File: config.mk
export PLATFORM = sky130hd
export DESIGN_NAME = modem_control_lines
export DESIGN_NICKNAME = d
export VERILOG_FILES = /design/src/shared/modem_lines_pkg.sv /design/src/hdl/sync_loss_counter.sv /design/src/hdl/modem_control_lines.sv
export SDC_FILE = /design/constraint.sdc
export NUM_CORES = 1
export LEC_CHECK = 0
export BUFFER_PORTS_ARGS = -buffer_cell sky130_fd_sc_hd__buf_2
export CAP_MARGIN = 15
export CORE_AREA = 5 5 115 84
export CTS_BUF_LIST = sky130_fd_sc_hd__clkbuf_4 sky130_fd_sc_hd__clkbuf_8 sky130_fd_sc_hd__clkbuf_16
export DETAILED_ROUTE_END_ITERATION = 10
export DIE_AREA = 0 0 120 89
export GPL_ROUTABILITY_DRIVEN = 0
export PLACE_DENSITY = 0.77
export SLEW_MARGIN = 15
export SYNTH_ARGS = -nofsm -noshare
export SYNTH_HDL_FRONTEND = slang
export SYNTH_SLANG_ARGS = --single-unit
File: constraint.sdc
create_clock -name clk_sys -period 3.05 [get_ports clk_sys]
set_input_delay 0.305 -clock clk_sys [delete_from_list [all_inputs] [get_ports clk_sys]]
set_output_delay 0.305 -clock clk_sys [all_outputs]
set_load 0.01 [all_outputs]
File: src/shared/modem_lines_pkg.sv
package modem_lines_pkg;
  localparam logic [3:0] reg_mode = 4'h0;
  localparam logic [3:0] reg_sync_limit = 4'h4;
  localparam logic [3:0] reg_status = 4'h8;
  localparam logic [3:0] reg_event = 4'hC;
  localparam int dcd_pos = 0;
  localparam int dtr_pos = 2;
  localparam int hs_pos = 4;
  localparam int dsr_pos = 6;
  localparam int master_pos = 8;
  localparam int ptp_pos = 9;
  localparam int topo_pos = 10;
  localparam logic [1:0] dcd_always = 2'h0;
  localparam logic [1:0] dcd_sync = 2'h1;
  localparam logic [1:0] dcd_framing = 2'h2;
  localparam logic [1:0] dtr_ignore = 2'h0;
  localparam logic [1:0] dtr_force_cmd = 2'h2;
  localparam logic [1:0] hs_off = 2'h0;
  localparam logic [1:0] hs_rts_cts = 2'h3;
  localparam logic [1:0] dsr_always = 2'h0;
  localparam logic [1:0] dsr_data_mode = 2'h1;
  localparam logic [1:0] dsr_relay = 2'h2;
  localparam logic [1:0] topo_star = 2'h0;
  localparam logic [1:0] peer_to_peer_topology = 2'h1;
  localparam logic [1:0] everyone_to_everyone_topology = 2'h2;
  localparam logic [11:0] mode_reset = 12'h041;
  localparam logic [15:0] sync_limit_reset = 16'h0200;
  localparam logic [15:0] sync_limit_min = 16'h0001;
  localparam logic [15:0] sync_limit_max = 16'hFFFE;
  localparam logic [31:0] unmapped_read = 32'h0000_0000;
endpackage

File: src/hdl/sync_loss_counter.sv
`timescale 1ns/1ps
`default_nettype none
module sync_loss_counter #(
  parameter int width = 16
) (
  input wire logic clk_sys,
  input wire logic srst,
  input wire logic is_master,
  input wire logic hop_tick,
  input wire logic sync_seen,
  input wire logic [width-1:0] limit,
  output logic synced,
  output logic [width-1:0] missed
);
  always_ff @(posedge clk_sys) begin
    if (srst) begin
      missed <= '0;
      synced <= 1'b0;
    end else if (is_master) begin
      missed <= '0;
      synced <= 1'b1;
    end else if (sync_seen) begin
      missed <= '0;
      synced <= 1'b1;
    end else if (hop_tick && synced) begin
      // Loss declared on the hop that reaches the limit
      if (missed + 1'b1 >= limit) begin
        synced <= 1'b0;
        missed <= '0;
      end else begin
        missed <= missed + 1'b1;
      end
    end
  end
endmodule
`default_nettype wire

File: src/hdl/modem_control_lines.sv
// Contract
// - Remote drops sync after programmed count of hops without master sync packet.
// - Carrier detect: mode 0 always on, 1 when synchronized, 2 framing.
// - A master holds carrier detect asserted always.
// - Terminal-ready mode 0 ignores DTR; mode 2 drop forces command mode.
// - Handshake 0 disables flow control; 3 enables RTS/CTS.
// - DSR mode 0 always on; mode 1 on in data mode only.
// - DSR mode 2 relays the far node's DTR state; the code holds DSR high instead on a master without a point-to-point link.
// - DTR relaying is unavailable in peer or everyone topologies.
// - No in-band XON/XOFF; only hardware lines throttle data.
// - Answer command in command mode switches to data mode; the code ignores it after a mode 2 DTR drop until DTR is high again.
//
// Design decisions made here: the register offsets and register access over Avalon-MM.
`timescale 1ns/1ps
`default_nettype none
module modem_control_lines
  import modem_lines_pkg::*;
#(
  parameter int limit_width = 16
) (
  input wire logic clk_sys,
  input wire logic srst,
  input wire logic [3:0] avs_address,
  input wire logic avs_read,
  input wire logic avs_write,
  input wire logic [31:0] avs_writedata,
  input wire logic [3:0] avs_byteenable,
  output logic [31:0] avs_readdata,
  output logic avs_waitrequest,
  input wire logic hop_tick,
  input wire logic sync_seen,
  input wire logic answer_command,
  input wire logic escape_command,
  input wire logic frame_active,
  input wire logic dtr_in,
  input wire logic rts_in,
  input wire logic far_dtr,
  input wire logic tx_fifo_room,
  output logic dcd_out,
  output logic dsr_out,
  output logic cts_out,
  output logic rx_allowed,
  output logic command_mode,
  output logic synced
);
  import modem_lines_pkg::*;

  logic [11:0] mode;
  logic [15:0] sync_loss_hop_limit;
  logic [limit_width-1:0] missed;
  logic dtr_q;
  logic dtr_forced;
  logic dtr_fall;
  logic ack;
  logic [1:0] dcd_mode, dtr_mode, hs_mode, dsr_mode, topology;
  logic is_master, point_to_point_link;

  function automatic logic [15:0] clamp_limit(input logic [15:0] v);
    if (v < sync_limit_min) return sync_limit_min;
    if (v > sync_limit_max) return sync_limit_max;
    return v;
  endfunction

  assign dcd_mode = mode[dcd_pos +: 2];
  assign dtr_mode = mode[dtr_pos +: 2];
  assign hs_mode = mode[hs_pos +: 2];
  assign dsr_mode = mode[dsr_pos +: 2];
  assign is_master = mode[master_pos];
  assign point_to_point_link = mode[ptp_pos];
  assign topology = mode[topo_pos +: 2];

  // One wait cycle per access keeps readdata registered
  assign avs_waitrequest = (avs_read || avs_write) && !ack;

  always_ff @(posedge clk_sys) begin
    if (srst) begin
      ack <= 1'b0;
    end else begin
      ack <= (avs_read || avs_write) && !ack;
    end
  end

  always_ff @(posedge clk_sys) begin
    if (srst) begin
      mode <= mode_reset;
      sync_loss_hop_limit <= sync_limit_reset;
    end else if (avs_write && ack) begin
      // Lands on the completing edge, the one where waitrequest is low
      if (avs_address == reg_mode) begin
        if (avs_byteenable[0]) begin
          mode[7:0] <= avs_writedata[7:0];
        end
        if (avs_byteenable[1]) begin
          mode[11:8] <= avs_writedata[11:8];
        end
      end else if (avs_address == reg_sync_limit && avs_byteenable[1:0] == 2'h3) begin
        sync_loss_hop_limit <= clamp_limit(avs_writedata[15:0]);
      end
    end
  end

  always_ff @(posedge clk_sys) begin
    if (srst) begin
      avs_readdata <= unmapped_read;
    end else if (avs_read && !ack) begin
      case (avs_address)
        reg_mode: avs_readdata <= {20'h0, mode};
        reg_sync_limit: avs_readdata <= {16'h0, sync_loss_hop_limit};
        reg_status: avs_readdata <= {12'h0, 16'(missed), 1'b0, dtr_forced,
                                     command_mode, synced};
        default: avs_readdata <= unmapped_read;
      endcase
    end
  end

  sync_loss_counter #(
    .width(limit_width)
  ) u_sync (
    .clk_sys(clk_sys),
    .srst(srst),
    .is_master(is_master),
    .hop_tick(hop_tick),
    .sync_seen(sync_seen),
    .limit(sync_loss_hop_limit[limit_width-1:0]),
    .synced(synced),
    .missed(missed)
  );

  always_ff @(posedge clk_sys) begin
    if (srst) begin
      dtr_q <= 1'b1;
    end else begin
      dtr_q <= dtr_in;
    end
  end
  assign dtr_fall = dtr_q && !dtr_in && (dtr_mode == dtr_force_cmd);

  // Data mode is the power-up state; escape enters command mode
  always_ff @(posedge clk_sys) begin
    if (srst) begin
      command_mode <= 1'b0;
      dtr_forced <= 1'b0;
    end else if (dtr_fall) begin
      command_mode <= 1'b1;
      dtr_forced <= 1'b1;
    end else if (command_mode && answer_command) begin
      // Forced entry stays until DTR is high again
      if (!dtr_forced || dtr_in || dtr_mode != dtr_force_cmd) begin
        command_mode <= 1'b0;
        dtr_forced <= 1'b0;
      end
    end else if (!command_mode && escape_command) begin
      command_mode <= 1'b1;
    end
  end

  always_ff @(posedge clk_sys) begin
    if (srst) begin
      dcd_out <= 1'b1;
    end else if (is_master) begin
      dcd_out <= 1'b1;
    end else begin
      case (dcd_mode)
        dcd_always: dcd_out <= 1'b1;
        dcd_sync: dcd_out <= synced;
        dcd_framing: dcd_out <= frame_active;
        default: dcd_out <= 1'b1;
      endcase
    end
  end

  always_ff @(posedge clk_sys) begin
    if (srst) begin
      dsr_out <= 1'b1;
    end else begin
      case (dsr_mode)
        dsr_always: dsr_out <= 1'b1;
        dsr_data_mode: dsr_out <= !command_mode;
        dsr_relay: begin
          // Relay only where one far DTR is meaningful
          if (topology == peer_to_peer_topology ||
              topology == everyone_to_everyone_topology) begin
            dsr_out <= 1'b1;
          end else if (is_master && !point_to_point_link) begin
            dsr_out <= 1'b1;
          end else begin
            dsr_out <= far_dtr;
          end
        end
        default: dsr_out <= 1'b1;
      endcase
    end
  end

  // Flow control is purely on the RTS/CTS wires, no in-band characters
  always_ff @(posedge clk_sys) begin
    if (srst) begin
      cts_out <= 1'b1;
      rx_allowed <= 1'b1;
    end else if (hs_mode == hs_rts_cts) begin
      cts_out <= tx_fifo_room;
      rx_allowed <= rts_in;
    end else begin
      cts_out <= 1'b1;
      rx_allowed <= 1'b1;
    end
  end
endmodule
`default_nettype wire

Word-level counts from Yosys, hierarchy flattened. Index checks and enable logic that the tools add are counted.

Output and inout port bits: 39. Input bits: 53. Logic and storage cells: 98. Flip-flop bits (word level): 85.

Reduce and logical (&&, ||, !) cells: 34. $lt $le $gt $ge: 3. Equal/unequal tests: 13. Muxes and demuxes: 31. Add/sub/neg operators: 1. Bitwise operators: 2.

Operators by type and width (number): $mux W16 (5); $pmux W20 S3 (1); $mux W1 (23); $add A16 B1 Y16 const B (1); $ge A16 B16 Y1 (1); $gt A16 B16 Y1 const B (1); $lt A16 B1 Y1 const B (1); $eq A2 B2 Y1 const B (6); $logic_and A1 B1 Y1 (10); $reduce_and A3 Y1 (3); $reduce_bool A3 Y1 (3); $eq A2 B1 Y1 const B (3); $reduce_and A2 Y1 (3); $logic_not A1 Y1 (5); $eq A4 B3 Y1 const B (1); $eq A4 B4 Y1 const B (1); $logic_not A4 Y1 (1); $logic_or A1 B1 Y1 (4); $pmux W1 S2 (2); $reduce_bool A2 Y1 (2); $reduce_or A2 Y1 (2); $ne A3 B2 Y1 const B (1); $reduce_or A3 Y1 (1); $ne A2 B2 Y1 const B (1); $not A1 Y1 (2).

Logic depth before layout (Yosys ltp).
Word-level depth: 13. Mapped depth: 13. Gate-level depth less buffers: 12.

Cells and area by module. A second synthesis with hierarchy kept.

Cell total of the unflattened synthesis: 484. Area total of the unflattened synthesis: 4071.4 sq um.

Modules (own cells, without submodules): modem_control_lines (cells an instance 305, instances 1, area each 2657.5 sq um, seq. area each 1121.1 sq um); sync_loss_counter (cells an instance 179, instances 1, area each 1413.9 sq um, seq. area each 340.3 sq um).

Worst setup path after synthesis. OpenSTA, ideal clock, no wires.

Path kind: flip-flop to flip-flop. Start point: reg u_sync.missed[0]. End point: reg u_sync.missed[2]. Clock period less this slack: 2867 ps. Data arrival time: 2738 ps. Path slack: 183 ps. Buffers on the path: 1. Required time: 2921 ps. Setup time: 129 ps. Cell stages (with the launch flop): 14. Path through: dfxtp_1 > ha_1 > nand3_2 > nor3_1 > and4_1 > xnor2_1 > inv_1 > ha_1 > nand4_1 > nor3_1 > a22oi_1 > buf_2 > nand4_1 > o311ai_1.

Word-level cells in the longest chain between the ends: 3.

RTL lines: from (decl) (line sync_loss_counter.sv:13) `output logic [width-1:0] missed`; from (signal assigned) (line sync_loss_counter.sv:31) `missed <= missed + 1'b1;`; $add A16 B1 Y16 (*) (line sync_loss_counter.sv:27, sync_loss_counter.sv:31); $ge A16 B16 Y1 (line sync_loss_counter.sv:27) `if (missed + 1'b1 >= limit) begin`; $mux W16 (*) (line sync_loss_counter.sv:27).

Mark *: on every way between the ends. The rest lies on a longest branch, timed or not. A chain may end at the register's enable or synchronous reset.

Worst setup path in the final report.
Start point: reg u_sync.missed[0]. End point: reg u_sync.missed[4].

The elaborated chain is that of the path after synthesis.

==> flow_summary.toml <==
[yosys]
async_reset_ff_frac = 0
ys_warn_count = 0
syn_area_sq_mm = 0.00402
ys_seq_area_frac = 0.364
synth_enable_flop_cells = 0
synth_top_cells_by_area = "dfxtp_1 36%, ha_1 6.5%, a21oi_1 5.6%"
syn_inst = 486
synthDistinctLibCells = 56
avgSynthCellArea_sq_um = 8.27
netlist.area_leader.share = 0.364
yosysTopAreaCell = "dfxtp_1"
ys_seq_elements = 73
ys.flop_type = "dfxtp_1"

[setup_path]
worstSetupEndpointType = "register"
r2r_start = "u_sync.missed[0]"
critPathKind = "register to register"
r2r_slack_ns = 0.04
cpMaxStageDelayCell = "dfxtp_1"
cp_max_fo = 6
startpoint_type = "register"
r2r-end = "u_sync.missed[4]"
path_common_cell = "ha_1"
cpPeakStageDelay_ns = 0.35
worstRegToRegCells = 14
required_ns = 3.25
crit_chain = "ha_1 -> nand3_2 -> nor3_4 -> and4_1 -> xnor2_2 -> inv_1 -> ha_1 -> nand4_1 -> nor3_2 -> buf_4 -> a22oi_2 -> buf_2 -> a41oi_1 -> o32ai_1"
crit_arrival_ns = 3.21

[route]
drt-total-wl_microns = 11900
avgViaCountPerCell = 6.01
vias = 4065
first_pass_iters = 5
drt_iter0_drc = 493
drcViolationCount = 0
routedWlPerCell_microns = 17.6
ant_nets = 0

[global_route]
grt_pass1_wl_microns = 18300
overflow = 0
grt.total_usage = 0.218
antenna_found_initial = 0
grt_pass1_vias = 3645
grt_max_degree = 58

[cells_and_area]
diodes = 0
finalNonFillerCells = 676
fillers = 714
layout_commonest_cell = "dfxtp_1"
area_growth_pct = 23.6
final_nets = 640
drive_gt1_frac = 0.261
final_cell_mix = "69 x dfxtp_1, 62 x buf_2, 60 x nor2_1"
final_util = 0.593

[timing]
fmax_mhz = 332
post-route-min-period_ns = 3.01
slew_violations = 0
setup_slack_ns = 0.0378
setup_violations = 0
whs_ns = 0.154
worst_slew_pin_slew_ns = 0.860
finalHoldViolCount = 0
finClkSkew_ns = 0.0102
fin_crit_sh = 0.988
slew_headroom = 0.424

[place]
dp_worst_setup_slack_ns = -0.0709
dp_hpwl_microns = 8420
dp_cells = 654
portBuffers = 61

[status]
status = "finished, final reports clean"

[floorplanning]
rows = 28
io_pins = 92
coreArea_sq_mm = 0.00837
fp.dieW_microns = 120
die_y_microns = 89
dieArea_sq_mm = 0.0107
start_util = 0.480

[cts]
cts_hold_buf = 0
cts_max_level = 3
cts_buffer_depth = 2
cts_made_buffers = 9
path_clk_slew_ns = 0.06
cts_tree = "yes"
clk_latency_ns = 0.34
cts_root_buffer = "clkbuf_16"
cts.sinks = 73

[pwr]
vdd_drop_max_mv = 0.328
pwr-share-clk = 0.512
leakage_nw = 1.98
power_frac_seq = 0.427
p_comb_frac = 0.061
intPower_mw = 1.73
p_sw_frac = 0.237
power.switching_uw = 537
total_power_mw = 2.26
cellPowerDensity_mw_per_mm2 = 456

[hold_path]
hp-class = "primary input to register"
hold_path_startpoint = "tx_fifo_room"
whs_endpoint = "cts_out"
whs_path_depth = 2

[job]
cap_violations = 0
## power by group through the flow
stage               Clock [mW]  Combinational (mW)  Sequential [mW]
global route              1.22               0.149            0.968
CTS                       1.17               0.131            0.967
finish                    1.16               0.138            0.967
global placement             0               0.127            0.988
floorplan                    0              0.0756            0.989
detailed placement           0               0.130            0.988
## state kept, by name, indices dropped and copies added (netlist names), 12 cells and up
name                 cells
u_sync.missed           16
sync_loss_hop_limit     16
avs_readdata            20
mode                    12
## through the flow
step / setup TNS [ns] / cell area (sq um)
floorplan: 0 / 4060
global route: -0.371 / 4970
detailed placement: -0.182 / 4490
CTS: 0 / 4840
global placement: 0 / 4490
finish: 0 / 4970
## critical path, delay by kind of cell, from the launching register on
kind                     cells  cell delay, ns
adder cells (fa/ha/maj)      2            0.49
AND/OR/NAND/NOR              5            1.00
AO/OA/AOI/OAI                3            0.42
flip-flops                   1            0.35
XOR/XNOR                     1            0.15
buffers and inverters        3            0.47
## logic make-up after synthesis
| kind of cell | after synthesis | share of synthesized area |
|---|---|---|
| xor+xnor | 9 | 0.0196 |
| flops | 73 | 0.364 |
| compound gates | 110 | 0.201 |
| mux | 6 | 0.0149 |
| simple gates | 197 | 0.249 |
| other cells | 1 | 0.000933 |
| buf+inv | 69 | 0.0853 |
| fa+ha+maj | 21 | 0.0654 |
## what timing repair did
action                     in CTS  in global routing
setup buffers                   0                  4
cloned                          0                  2
pin swaps                       0                  3
hold endpoints to repair        0                  0
setup endpoints to repair       6                 14
gates resized for setup         3                 17
## worst max path at each step
| stage | from | end | cells after the start |
|---|---|---|---|
| finish | u_sync.missed[0] | u_sync.missed[4] | 14 |
| global route | u_sync.missed[0] | u_sync.missed[4] | 14 |
| CTS | u_sync.missed[1] | u_sync.missed[14] | 14 |
| detailed placement | u_sync.missed[1] | u_sync.missed[12] | 14 |
| global placement | u_sync.missed[1] | u_sync.missed[12] | 14 |
| floorplan | u_sync.missed[0] | u_sync.missed[2] | 13 |
## cell usage after synthesis (all sizes together), types with 2 or more instances
cell type,number
or2,4
o31ai,3
clkbuf,12
nor4b,2
o211ai,4
or4,3
nor2,61
buf,27
inv,30
nand3,14
nor4,7
a41oi,2
nor3,8
a222oi,11
nand4,19
dfxtp,73
o32ai,4
or3,5
and3,2
nand2,58
o311ai,2
a211o,3
xor2,4
a21oi,45
nor2b,4
nor3b,2
nand2b,3
a22oi,19
and4,3
xnor2,5
mux2i,6
ha,21
o21ai,9
## routing by layer
metal	GRT usage	part of all wire	up-vias
li1	-	-	1897
met1	0.286	0.43	1898
met2	0.340	0.43	249
met3	0.0753	0.12	21
met4	0.0707	0.014	0
met5	0	0	-
## final cells by class
class	count	area, sq um	share of cell area
repair buffers	96	569	0.115
multi-input cells	356	2360	0.475
well taps	105	131	0.0265
flip-flops and latches	73	1470	0.295
inverters	30	113	0.0227
clock inverters	7	103	0.0207
clock buffers	9	225	0.0454
Power figures use the tool's default switching activity.
